**config.mk**
```make
export PLATFORM = sky130hd
export DESIGN_NAME = itcr_top
export DESIGN_NICKNAME = d
export VERILOG_FILES = /design/src/hdl/itcr_pkg.sv /design/src/hdl/itcr_chan.sv /design/src/hdl/itcr_top.sv
export SDC_FILE = /design/constraint.sdc
export NUM_CORES = 1
export LEC_CHECK = 0
export CAP_MARGIN = 20
export CORE_UTILIZATION = 40
export CTS_BUF_LIST = sky130_fd_sc_hd__clkbuf_8
export DETAILED_ROUTE_END_ITERATION = 6
export DONT_BUFFER_PORTS = 1
export PLACE_DENSITY = 0.52
export SETUP_SLACK_MARGIN = 0.2
export SLEW_MARGIN = 10
export SYNTH_ARGS = -nofsm -noshare
export SYNTH_HDL_FRONTEND = slang
export SYNTH_SLANG_ARGS = --single-unit
```
**constraint.sdc**
```tcl
create_clock -name i_mclk -period 4 [get_ports i_mclk]
set_input_delay 0.6 -clock i_mclk [delete_from_list [all_inputs] [get_ports i_mclk]]
set_output_delay 0.6 -clock i_mclk [all_outputs]
set_load 0.02 [all_outputs]
```
**src/hdl/itcr_pkg.sv**
```systemverilog
/*
 Shared constants and arithmetic for the three-channel interval timer
 with count readback. Assumes a single 100 MHz system clock.
*/
//
// Summary of operation
// - Counters only ever count down, in every mode and number format.
// - Square-wave mode steps the count down by two per counted clock.
// - Live value readable while counting, directly or through a latch.
// - Latch command snapshots the count; counting continues untouched.
// - A count of zero means 65536 counts in binary, 10000 in BCD, in every mode.
// - Rate mode drives output low one clock every n clocks, then reloads.
// - Terminal-count output low at setup, rises at expiry, stays high.
package itcr_pkg;

   // ==========================================================
   // Bus addresses and control word layout
   localparam logic [1:0] ITCR_ADDR_CTRL = 2'h3;
   localparam int ITCR_CW_SC_LO = 6;
   localparam int ITCR_CW_RW_LO = 4;
   localparam int ITCR_CW_M_LO = 1;
   localparam int ITCR_CW_BCD = 0;

   // ==========================================================
   // Read/load formats and modes
   localparam logic [1:0] ITCR_RW_LATCH = 2'h0;
   localparam logic [1:0] ITCR_RW_LSB = 2'h1;
   localparam logic [1:0] ITCR_RW_MSB = 2'h2;
   localparam logic [1:0] ITCR_RW_BOTH = 2'h3;
   localparam logic [2:0] ITCR_MODE_TC = 3'h0;
   localparam logic [2:0] ITCR_MODE_ONESHOT = 3'h1;
   localparam logic [2:0] ITCR_MODE_RATE = 3'h2;
   localparam logic [2:0] ITCR_MODE_SQ = 3'h3;
   localparam logic [2:0] ITCR_MODE_SWSTB = 3'h4;
   localparam logic [2:0] ITCR_MODE_HWSTB = 3'h5;

   // ==========================================================
   // Reset values
   localparam logic [2:0] ITCR_MODE_RST = 3'h0;
   localparam logic [1:0] ITCR_RW_RST = 2'h3;
   localparam logic [15:0] ITCR_CNT_RST = 16'h0000;
   localparam logic [7:0] ITCR_DATA_RST = 8'h00;

   // ==========================================================
   // One step down, binary or four BCD digits; both wrap at zero
   function automatic logic [15:0] itcr_dec(input logic [15:0] v, input logic bcd);
      logic [15:0] r;
      logic brw;
      r = v;
      brw = 1'b1;
      if (!bcd) begin
         r = v - 16'h0001;
      end else begin
         for (int i = 0; i < 4; i++) begin
            if (brw) begin
               if (v[4*i +: 4] == 4'h0) begin
                  r[4*i +: 4] = 4'h9;
               end else begin
                  r[4*i +: 4] = v[4*i +: 4] - 4'h1;
                  brw = 1'b0;
               end
            end
         end
      end
      return r;
   endfunction : itcr_dec

endpackage : itcr_pkg

```
**src/hdl/itcr_chan.sv**
```systemverilog
/*
 One 16-bit down-counter channel with its output waveform logic.
 Assumes tick and gate-rise strobes and registered mode/value from the top.
*/
`timescale 1ns/100ps
`default_nettype none
module itcr_chan
   import itcr_pkg::*;
(
   input wire logic i_mclk,
   input wire logic i_rst_b,
   input wire logic i_ce,
   input wire logic i_tick,
   input wire logic i_gate,
   input wire logic i_gate_rise,
   input wire logic i_mode_set,
   input wire logic i_load,
   input wire logic [2:0] i_mode,
   input wire logic i_bcd,
   input wire logic [15:0] i_value,
   output logic [15:0] o_count,
   output logic o_out
);

   // ==========================================================
   // Channel state
   logic [15:0] cnt_reg;
   logic [15:0] val_reg;
   logic out_reg;
   logic pend_reg;
   logic run_reg;
   logic armed_reg;
   logic hw_trig;
   logic mode23;
   logic count_en;
   logic [15:0] sq_hi;
   logic [15:0] sq_lo;

   assign hw_trig = (i_mode == ITCR_MODE_ONESHOT) || (i_mode == ITCR_MODE_HWSTB);
   assign mode23 = (i_mode == ITCR_MODE_RATE) || (i_mode == ITCR_MODE_SQ);
   assign count_en = run_reg && (hw_trig || i_gate);
   // Odd square counts: longer high half, shorter low half
   assign sq_hi = val_reg + {15'h0000, val_reg[0]};
   assign sq_lo = val_reg - {15'h0000, val_reg[0]};
   assign o_count = cnt_reg;
   assign o_out = out_reg;

   // ==========================================================
   // Reload value and start control
   always_ff @(posedge i_mclk or negedge i_rst_b) begin
      if (!i_rst_b) begin
         val_reg <= ITCR_CNT_RST;
         armed_reg <= 1'b0;
      end else if (i_ce) begin
         if (i_load) begin
            val_reg <= i_value;
         end
         if (i_mode_set) begin
            armed_reg <= 1'b0;
         end else if (i_load) begin
            armed_reg <= 1'b1;
         end
      end
   end

   always_ff @(posedge i_mclk or negedge i_rst_b) begin
      if (!i_rst_b) begin
         pend_reg <= 1'b0;
      end else if (i_ce) begin
         if (i_mode_set) begin
            pend_reg <= 1'b0;
         end else if (i_load && !hw_trig && (!run_reg || !mode23)) begin
            pend_reg <= 1'b1;
         end else if (i_gate_rise && armed_reg && (i_mode != ITCR_MODE_TC)) begin
            pend_reg <= 1'b1;
         end else if (i_tick) begin
            pend_reg <= 1'b0;
         end
      end
   end

   always_ff @(posedge i_mclk or negedge i_rst_b) begin
      if (!i_rst_b) begin
         run_reg <= 1'b0;
      end else if (i_ce) begin
         if (i_mode_set) begin
            run_reg <= 1'b0;
         end else if (i_tick && pend_reg) begin
            run_reg <= 1'b1;
         end else if (i_tick && count_en && cnt_reg == 16'h0001 &&
                      (i_mode == ITCR_MODE_SWSTB || i_mode == ITCR_MODE_HWSTB)) begin
            run_reg <= 1'b0;
         end
      end
   end

   // ==========================================================
   // Down-counter; zero count wraps, giving 65536 counts in binary, 10000 in BCD
   always_ff @(posedge i_mclk or negedge i_rst_b) begin
      if (!i_rst_b) begin
         cnt_reg <= ITCR_CNT_RST;
      end else if (i_ce && i_tick) begin
         if (pend_reg) begin
            cnt_reg <= (i_mode == ITCR_MODE_SQ) ? sq_hi : val_reg;
         end else if (count_en) begin
            case (i_mode)
               ITCR_MODE_RATE: begin
                  cnt_reg <= (cnt_reg == 16'h0001) ? val_reg : itcr_dec(cnt_reg, i_bcd);
               end
               ITCR_MODE_SQ: begin
                  if (cnt_reg == 16'h0002) begin
                     cnt_reg <= out_reg ? sq_lo : sq_hi;
                  end else begin
                     cnt_reg <= itcr_dec(itcr_dec(cnt_reg, i_bcd), i_bcd);
                  end
               end
               default: begin
                  cnt_reg <= itcr_dec(cnt_reg, i_bcd);
               end
            endcase
         end
      end
   end

   // ==========================================================
   // Output waveform
   always_ff @(posedge i_mclk or negedge i_rst_b) begin
      if (!i_rst_b) begin
         out_reg <= 1'b1;
      end else if (i_ce) begin
         if (i_mode_set) begin
            out_reg <= (i_mode != ITCR_MODE_TC);
         end else if (i_load && i_mode == ITCR_MODE_TC) begin
            out_reg <= 1'b0;
         end else if (mode23 && !i_gate) begin
            out_reg <= 1'b1;
         end else if (i_tick && pend_reg) begin
            out_reg <= !(i_mode == ITCR_MODE_TC || i_mode == ITCR_MODE_ONESHOT);
         end else if (i_tick && !out_reg && (i_mode == ITCR_MODE_SWSTB || i_mode == ITCR_MODE_HWSTB)) begin
            out_reg <= 1'b1;
         end else if (i_tick && count_en) begin
            case (i_mode)
               ITCR_MODE_TC, ITCR_MODE_ONESHOT: begin
                  if (cnt_reg == 16'h0001) begin
                     out_reg <= 1'b1;
                  end
               end
               ITCR_MODE_RATE: begin
                  out_reg <= (cnt_reg != 16'h0002);
               end
               ITCR_MODE_SQ: begin
                  if (cnt_reg == 16'h0002) begin
                     out_reg <= !out_reg;
                  end
               end
               default: begin
                  out_reg <= (cnt_reg != 16'h0001);
               end
            endcase
         end
      end
   end

   // ==========================================================
   // Checks
   a_never_counts_up: assert property (@(posedge i_mclk) disable iff (!i_rst_b)
      (i_ce && i_tick && count_en && !pend_reg && !i_bcd && i_mode != ITCR_MODE_SQ &&
       !(i_mode == ITCR_MODE_RATE && cnt_reg == 16'h0001)) |=> cnt_reg == $past(cnt_reg) - 16'h0001)
      else $error("counter did not step down by one");
   a_square_step_two: assert property (@(posedge i_mclk) disable iff (!i_rst_b)
      (i_ce && i_tick && count_en && !pend_reg && !i_bcd && i_mode == ITCR_MODE_SQ &&
       cnt_reg != 16'h0002) |=> cnt_reg == $past(cnt_reg) - 16'h0002)
      else $error("square mode did not step by two");
   a_zero_full_range: assert property (@(posedge i_mclk) disable iff (!i_rst_b)
      (i_ce && i_tick && count_en && !pend_reg && !i_bcd && i_mode == ITCR_MODE_TC &&
       cnt_reg == 16'h0000) |=> cnt_reg == 16'hFFFF)
      else $error("zero count did not wrap to full range");
   a_rate_low_one: assert property (@(posedge i_mclk) disable iff (!i_rst_b)
      (i_ce && i_tick && count_en && !pend_reg && i_gate && i_mode == ITCR_MODE_RATE &&
       cnt_reg == 16'h0002 && !i_mode_set) |=> !out_reg && cnt_reg == 16'h0001)
      else $error("rate pulse did not start at count one");
   a_rate_low_only: assert property (@(posedge i_mclk) disable iff (!i_rst_b)
      (!out_reg && i_mode == ITCR_MODE_RATE && !i_mode_set) |-> cnt_reg == 16'h0001)
      else $error("rate output low away from count one");
   a_terminal_rise: assert property (@(posedge i_mclk) disable iff (!i_rst_b)
      (i_ce && i_tick && count_en && !pend_reg && i_mode == ITCR_MODE_TC && cnt_reg == 16'h0001 &&
       !i_load && !i_mode_set) |=> out_reg)
      else $error("terminal count did not raise output");
   a_terminal_stays: assert property (@(posedge i_mclk) disable iff (!i_rst_b)
      (out_reg && i_mode == ITCR_MODE_TC && !i_load && !i_mode_set) |=> out_reg)
      else $error("terminal output fell without reprogramming");

endmodule : itcr_chan
`default_nettype wire

```
**src/hdl/itcr_top.sv**
```systemverilog
/*
 Three-channel interval timer: 8-bit host bus, control words, count
 loading, latch command and byte-wise readback. Assumes all pins are
 synchronous to i_mclk and counter clocks run well below it.
*/
`timescale 1ns/100ps
`default_nettype none
module itcr_top
   import itcr_pkg::*;
#(
   parameter int NUM_CH = 3
)
(
   input wire logic i_mclk,
   input wire logic i_rst_b,
   input wire logic i_ce,
   input wire logic i_cs_b,
   input wire logic i_rd_b,
   input wire logic i_wr_b,
   input wire logic [1:0] i_addr,
   input wire logic [7:0] i_data,
   output logic [7:0] o_data,
   output logic o_data_oe_b,
   input wire logic [NUM_CH-1:0] i_cnt_clk,
   input wire logic [NUM_CH-1:0] i_gate,
   output logic [NUM_CH-1:0] o_out
);

   // ==========================================================
   // Bus strobes and pin edges
   logic wr_prev_reg;
   logic rd_prev_reg;
   logic [NUM_CH-1:0] clk_prev_reg;
   logic [NUM_CH-1:0] gate_prev_reg;
   logic wr_end;
   logic rd_end;
   logic [NUM_CH-1:0] tick;
   logic [NUM_CH-1:0] gate_rise;

   // Accesses take effect at the trailing edge of the strobe
   assign wr_end = !wr_prev_reg && i_wr_b && !i_cs_b;
   assign rd_end = !rd_prev_reg && i_rd_b && !i_cs_b;
   assign tick = i_cnt_clk & ~clk_prev_reg;
   assign gate_rise = i_gate & ~gate_prev_reg;

   always_ff @(posedge i_mclk or negedge i_rst_b) begin
      if (!i_rst_b) begin
         wr_prev_reg <= 1'b1;
         rd_prev_reg <= 1'b1;
         clk_prev_reg <= '0;
         gate_prev_reg <= '0;
      end else if (i_ce) begin
         wr_prev_reg <= i_wr_b;
         rd_prev_reg <= i_rd_b;
         clk_prev_reg <= i_cnt_clk;
         gate_prev_reg <= i_gate;
      end
   end

   // ==========================================================
   // Per-channel programming and readback state
   logic [2:0] mode_reg [NUM_CH];
   logic [1:0] rw_reg [NUM_CH];
   logic [NUM_CH-1:0] bcd_reg;
   logic [NUM_CH-1:0] mset_reg;
   logic [NUM_CH-1:0] load_reg;
   logic [NUM_CH-1:0] wflip_reg;
   logic [NUM_CH-1:0] rflip_reg;
   logic [NUM_CH-1:0] latched_reg;
   logic [7:0] lsb_reg [NUM_CH];
   logic [15:0] value_reg [NUM_CH];
   logic [15:0] latch_val_reg [NUM_CH];
   logic [15:0] cnt_w [NUM_CH];
   logic [7:0] rd_byte [NUM_CH];
   logic [7:0] data_reg;
   logic oe_b_reg;

   for (genvar ch = 0; ch < NUM_CH; ch++) begin : g_ch
      logic cw_hit;
      logic cmd_latch;
      logic cw_set;
      logic sel_w;
      logic rd_done;
      logic [15:0] src;

      assign cw_hit = wr_end && i_addr == ITCR_ADDR_CTRL &&
                      i_data[ITCR_CW_SC_LO +: 2] == 2'(ch);
      assign cmd_latch = cw_hit && i_data[ITCR_CW_RW_LO +: 2] == ITCR_RW_LATCH;
      assign cw_set = cw_hit && !cmd_latch;
      assign sel_w = wr_end && i_addr == 2'(ch);
      assign rd_done = rd_end && i_addr == 2'(ch);
      // Live value unless a snapshot is pending readout
      assign src = latched_reg[ch] ? latch_val_reg[ch] : cnt_w[ch];
      assign rd_byte[ch] = (rw_reg[ch] == ITCR_RW_MSB ||
                            (rw_reg[ch] == ITCR_RW_BOTH && rflip_reg[ch])) ? src[15:8] : src[7:0];

      // Control word: modes 6 and 7 alias onto 2 and 3
      always_ff @(posedge i_mclk or negedge i_rst_b) begin
         if (!i_rst_b) begin
            mode_reg[ch] <= ITCR_MODE_RST;
            rw_reg[ch] <= ITCR_RW_RST;
            bcd_reg[ch] <= 1'b0;
            mset_reg[ch] <= 1'b0;
         end else if (i_ce) begin
            mset_reg[ch] <= cw_set;
            if (cw_set) begin
               mode_reg[ch] <= (i_data[ITCR_CW_M_LO + 2] && i_data[ITCR_CW_M_LO + 1]) ?
                               {1'b0, i_data[ITCR_CW_M_LO +: 2]} : i_data[ITCR_CW_M_LO +: 3];
               rw_reg[ch] <= i_data[ITCR_CW_RW_LO +: 2];
               bcd_reg[ch] <= i_data[ITCR_CW_BCD];
            end
         end
      end

      // Count loading, one or two bytes, low byte first
      always_ff @(posedge i_mclk or negedge i_rst_b) begin
         if (!i_rst_b) begin
            wflip_reg[ch] <= 1'b0;
            load_reg[ch] <= 1'b0;
            lsb_reg[ch] <= ITCR_DATA_RST;
            value_reg[ch] <= ITCR_CNT_RST;
         end else if (i_ce) begin
            load_reg[ch] <= 1'b0;
            if (cw_set) begin
               wflip_reg[ch] <= 1'b0;
            end else if (sel_w) begin
               case (rw_reg[ch])
                  ITCR_RW_LSB: begin
                     value_reg[ch] <= {8'h00, i_data};
                     load_reg[ch] <= 1'b1;
                  end
                  ITCR_RW_MSB: begin
                     value_reg[ch] <= {i_data, 8'h00};
                     load_reg[ch] <= 1'b1;
                  end
                  ITCR_RW_BOTH: begin
                     if (!wflip_reg[ch]) begin
                        lsb_reg[ch] <= i_data;
                        wflip_reg[ch] <= 1'b1;
                     end else begin
                        value_reg[ch] <= {i_data, lsb_reg[ch]};
                        wflip_reg[ch] <= 1'b0;
                        load_reg[ch] <= 1'b1;
                     end
                  end
                  default: begin
                     wflip_reg[ch] <= 1'b0;
                  end
               endcase
            end
         end
      end

      // Snapshot: a second latch command before readout is ignored
      always_ff @(posedge i_mclk or negedge i_rst_b) begin
         if (!i_rst_b) begin
            latched_reg[ch] <= 1'b0;
            latch_val_reg[ch] <= ITCR_CNT_RST;
         end else if (i_ce) begin
            if (cw_set) begin
               latched_reg[ch] <= 1'b0;
            end else if (cmd_latch && !latched_reg[ch]) begin
               latched_reg[ch] <= 1'b1;
               latch_val_reg[ch] <= cnt_w[ch];
            end else if (rd_done && (rw_reg[ch] != ITCR_RW_BOTH || rflip_reg[ch])) begin
               latched_reg[ch] <= 1'b0;
            end
         end
      end

      always_ff @(posedge i_mclk or negedge i_rst_b) begin
         if (!i_rst_b) begin
            rflip_reg[ch] <= 1'b0;
         end else if (i_ce) begin
            if (cw_set) begin
               rflip_reg[ch] <= 1'b0;
            end else if (rd_done && rw_reg[ch] == ITCR_RW_BOTH) begin
               rflip_reg[ch] <= !rflip_reg[ch];
            end
         end
      end

      itcr_chan itcr_chan_inst (
         .i_mclk(i_mclk),
         .i_rst_b(i_rst_b),
         .i_ce(i_ce),
         .i_tick(tick[ch]),
         .i_gate(i_gate[ch]),
         .i_gate_rise(gate_rise[ch]),
         .i_mode_set(mset_reg[ch]),
         .i_load(load_reg[ch]),
         .i_mode(mode_reg[ch]),
         .i_bcd(bcd_reg[ch]),
         .i_value(value_reg[ch]),
         .o_count(cnt_w[ch]),
         .o_out(o_out[ch])
      );

      a_latch_capture: assert property (@(posedge i_mclk) disable iff (!i_rst_b)
         (i_ce && cmd_latch && !latched_reg[ch]) |=>
         latched_reg[ch] && latch_val_reg[ch] == $past(cnt_w[ch]))
         else $error("latch command missed the count");
      a_latch_frozen: assert property (@(posedge i_mclk) disable iff (!i_rst_b)
         latched_reg[ch] |=> $stable(latch_val_reg[ch]))
         else $error("snapshot changed while held");
      a_latch_kept: assert property (@(posedge i_mclk) disable iff (!i_rst_b)
         (i_ce && latched_reg[ch] && rd_done && rw_reg[ch] == ITCR_RW_BOTH && !rflip_reg[ch] &&
          !cw_set) |=> latched_reg[ch] && rflip_reg[ch])
         else $error("snapshot released after first byte");
      a_latch_release: assert property (@(posedge i_mclk) disable iff (!i_rst_b)
         (i_ce && latched_reg[ch] && rd_done && rw_reg[ch] == ITCR_RW_BOTH && rflip_reg[ch] &&
          !cw_set) |=> !latched_reg[ch] && !rflip_reg[ch])
         else $error("snapshot not released after last byte");
   end

   // ==========================================================
   // Read data pins, registered; driven while chip and read selected at a counter address
   always_ff @(posedge i_mclk or negedge i_rst_b) begin
      if (!i_rst_b) begin
         data_reg <= ITCR_DATA_RST;
         oe_b_reg <= 1'b1;
      end else if (i_ce) begin
         oe_b_reg <= !(!i_cs_b && !i_rd_b && i_addr != ITCR_ADDR_CTRL);
         if (i_addr != ITCR_ADDR_CTRL && i_addr < 2'(NUM_CH)) begin
            data_reg <= rd_byte[i_addr];
         end else begin
            data_reg <= ITCR_DATA_RST;
         end
      end
   end

   assign o_data = data_reg;
   assign o_data_oe_b = oe_b_reg;

   a_read_live: assert property (@(posedge i_mclk) disable iff (!i_rst_b)
      (i_ce && !i_cs_b && !i_rd_b && i_addr == 2'h0 && !latched_reg[0] &&
       (rw_reg[0] == ITCR_RW_LSB || (rw_reg[0] == ITCR_RW_BOTH && !rflip_reg[0])))
      |=> !o_data_oe_b && o_data == $past(cnt_w[0][7:0]))
      else $error("direct read did not return live count");

endmodule : itcr_top
`default_nettype wire

```
==> key figures <==
Yosys
  – Mapped Avg Cell Area: around 8.6 µm²
  – Warnings, synthesis: 0
  – Post-Syn Instances: approximately 2,400
  – Top cells by count, synth: dfrtp_1, nand2_1, o21ai_0
  – Top-count cell post-synth: dfrtp_1
  – Asr flop ratio synth: 100%
  – EDFF count, synth: 0
  – Syn_nets: roughly 2,400
  – Mapped cell area: 20,600 µm²
  – Synth cell types: 101
  – Top post-synthesis cells by area: dfrtp_1, mux2_2, nand2_1
  – Ys flop type: dfrtp_1
  – Top cell type's share of synthesized area: 32.3%
  – Sequential area share after synthesis: 33.9%
  – Cell taking the most area after synthesis: dfrtp_1
  – Synth Register Bits: 278

GRT
  – Antenna violations before repair: 0
  – Vias in the first global route: about 18,000
  – First-pass GRT wire length: between 100,000 and 150,000 µm
  – Grt total ovfl: 0
  – Largest net degree at the start of global routing: 279
  – GRT Overall Usage: 26.8%

Clocking
  – Clock Sinks: 278
  – CTS Hold Bufs: 3
  – CTS tree: built
  – Clock buffer count from CTS: 54
  – Root Buffer: clkbuf_8
  – Htree depth: 2
  – Clock Path Buffers: 3
  – Clock transition at path regs: approximately 0.07 ns
  – Clk_lat worst skew: 0.68 ns

Layout
  – Layout cell share with drive strength beyond 1: between 15 and 20%
  – Nets: roughly 2,400
  – Antenna cell count: 0
  – Fill cells: 5,014
  – Fin util: 44.7%
  – Post-route cell area: 22,600 µm²
  – Area growth from synthesis to layout: 9.66%

Die
  – FP Rows: just over 80
  – Core Box Area: 50,500 µm²
  – Starting Density: 40.8%
  – Die Wd: 229 µm
  – Die height: ~230 µm
  – Io pins: 34
  – Die ar.: 52,400 µm²

Setup path
  – Worst Setup SP: g_ch[2].itcr_chan_inst.o_count[1]
  – Reg2reg start: g_ch[2].itcr_chan_inst.o_count[1]
  – Critical Path End: g_ch[2].itcr_chan_inst.o_count[12]
  – Critical path, cell by cell: inv_1 > ha_1 > nor3b_4 > or3b_2 > o2111ai_2 > or4_1 > a21o_1 > a2111oi_1 > o221a_2
  – WP data arrival: 4.26 ns
  – R2R Setup Slk: between 0.3 and 0.4 ns
  – Critical Path RT: approximately 4.6 ns
  – Crit Reg-Reg Endpoint: g_ch[2].itcr_chan_inst.o_count[12]
  – Crit path buf inv count: 1
  – Top Family by Delay on Critical Path: simple AND/OR/NAND/NOR gates
  – Crit path max fanout: 10
  – R2R cell count: 9
  – CP max stage cell: or4_1
  – CP Depth: 9
  – Crit. End Element: flop
  – Setup CP Type: flop to flop
  – Setup crit start kind: flop
  – Max incr delay on CP: 0.76 ns

Power
  – Worst vdd ir: 0.000394 V
  – P per Cell Area: 653 nW/µm²
  – Overall power: 14.7 mW
  – Leakage: approximately 9.2 nW

Detailed routing
  – Vias: 18,772
  – DRC: 0
  – DRT Wirelength: 70,400 µm
  – Via/cell ratio: 6.12
  – Post-DRT Antenna Nets: 0
  – Initial DRC Count: 1,890
  – DRT Pass-1 Iters: 6
  – DR WL/cell: roughly 23 µm

STA
  – RSZ-0062 raised after global routing: yes
  – Worst Tran Pin Value: 0.957 ns
  – Worst hold slack: -0.370 ns
  – Period minus WS final: 3.69 ns
  – F_max: between 200 and 300 MHz
  – Final Hold Viols: 275
  – Setup TNS: 0 ns
  – Final setup viols: 0
  – Worst slew margin: 36.2%
  – Final worst path period share: ~92%
  – Fin. max-slew vios: 0
  – Clk_skew: 0.0602 ns

Run status
  – Status: complete, but fails checks
  – Violated checks: hold timing

Placement
  – DP HPWL: ~51,000 µm
  – RD Place Congestion: around 0.91
  – PortBufs: 0
  – Placed inst area: approximately 21,000 µm²

Flow run
  – Max-cap violations: 0

Hold path
  – Worst min-delay path category: primary input to async pin
-- stage by stage --
stage          worst slack (ns)  cells
6_report                  0.307   3066
5_1_grt                   0.127   3066
4_1_cts                   0.224   3065
3_5_place_dp              0.213   2962
3_3_place_gp              0.287   2962
2_1_floorplan             0.528   2387
-- logic make-up (layout without fill, tap and decap cells) --
family,Yosys count,after routing,synth area share (%)
AO/OA/AOI/OAI,614,614,19.8
XOR/XNOR,135,135,5.74
adder cells (fa/ha/maj),32,32,1.94
buffers and inverters,243,250,4.73
flip-flops,278,278,33.9
multiplexers,197,197,11.9
AND/OR/NAND/NOR,888,888,22.0
-- layout by cell type (no fill, tap or decap), drive strengths merged, types with 20 or more instances in the layout --
cell type | synthesis | layout
dfrtp | 266 | 266
nand2 | 255 | 255
o21ai | 176 | 176
nor2 | 166 | 166
a21oi | 142 | 142
mux2 | 139 | 139
nand3 | 116 | 116
buf | 37 | 103
xnor2 | 85 | 85
clkbuf | 161 | 67
nor3 | 67 | 67
inv | 44 | 64
xor2 | 50 | 50
nand4 | 34 | 34
mux2i | 34 | 34
nor4 | 34 | 34
ha | 32 | 32
a221oi | 31 | 31
o211ai | 30 | 30
nor3b | 30 | 30
a31oi | 28 | 28
nor2b | 25 | 25
or3 | 24 | 24
mux4 | 24 | 24
and2 | 24 | 24
o31ai | 21 | 21
or4 | 20 | 20
-- repair_timing --
action                     in CTS  in global routing
pin swaps                       1                  0
setup endpoints to repair       1                  9
hold endpoints to repair      291                275
buffers inserted                1                  1
resized for setup               1                 11
-- worst min path at each step --
stage,slack [ns],cells after the start,end,start
global route,-0.41,0,lsb_reg[10],i_rst_b
CTS,-0.42,0,o_data[7],i_rst_b
finish,-0.37,0,o_data[7],i_rst_b
detailed placement,0.31,0,lsb_reg[10],i_rst_b
global placement,0.31,0,value_reg[18],i_rst_b
floorplan,0.30,0,bcd_reg[0],i_rst_b
-- worst reg2reg max path, stage by stage, from the launching register on --
cell	delay, ns
dfrtp_1	0.48
inv_1	0.17
ha_1	0.30
nor3b_4	0.41
or3b_2	0.21
o2111ai_2	0.21
or4_1	0.76
a21o_1	0.24
a2111oi_1	0.57
o221a_2	0.29
-- area by class of cell --
| type | count | area (µm²) | area share [%] |
|---|---|---|---|
| Clock buffer | 67 | 922 | 4.08 |
| Sequential cell | 278 | 6970 | 30.9 |
| Tap cell | 672 | 841 | 3.72 |
| Clock inverter | 32 | 169 | 0.748 |
| Timing Repair Buffer | 106 | 803 | 3.56 |
| Multi-Input combinational cell | 1866 | 12700 | 56.3 |
| Inverter | 45 | 169 | 0.748 |
-- routing by layer --
layer	track usage (%)	share of wire [%]	vias up
met3	3.54	5.6	130
met1	36.6	44	9224
met2	43.5	46	646
met5	0	0	-
met4	9.44	3.5	0
li1	-	-	8772
-- power breakdown --
group	leakage [nW]	switching (mW)	internal (mW)
Clock	0.632	1.35	1.52
Sequential	3.69	0.751	3.21
Combinational	4.88	4.75	3.15
Total	9.21	6.85	7.89
Note: power is estimated with default switching activity, not from simulation.
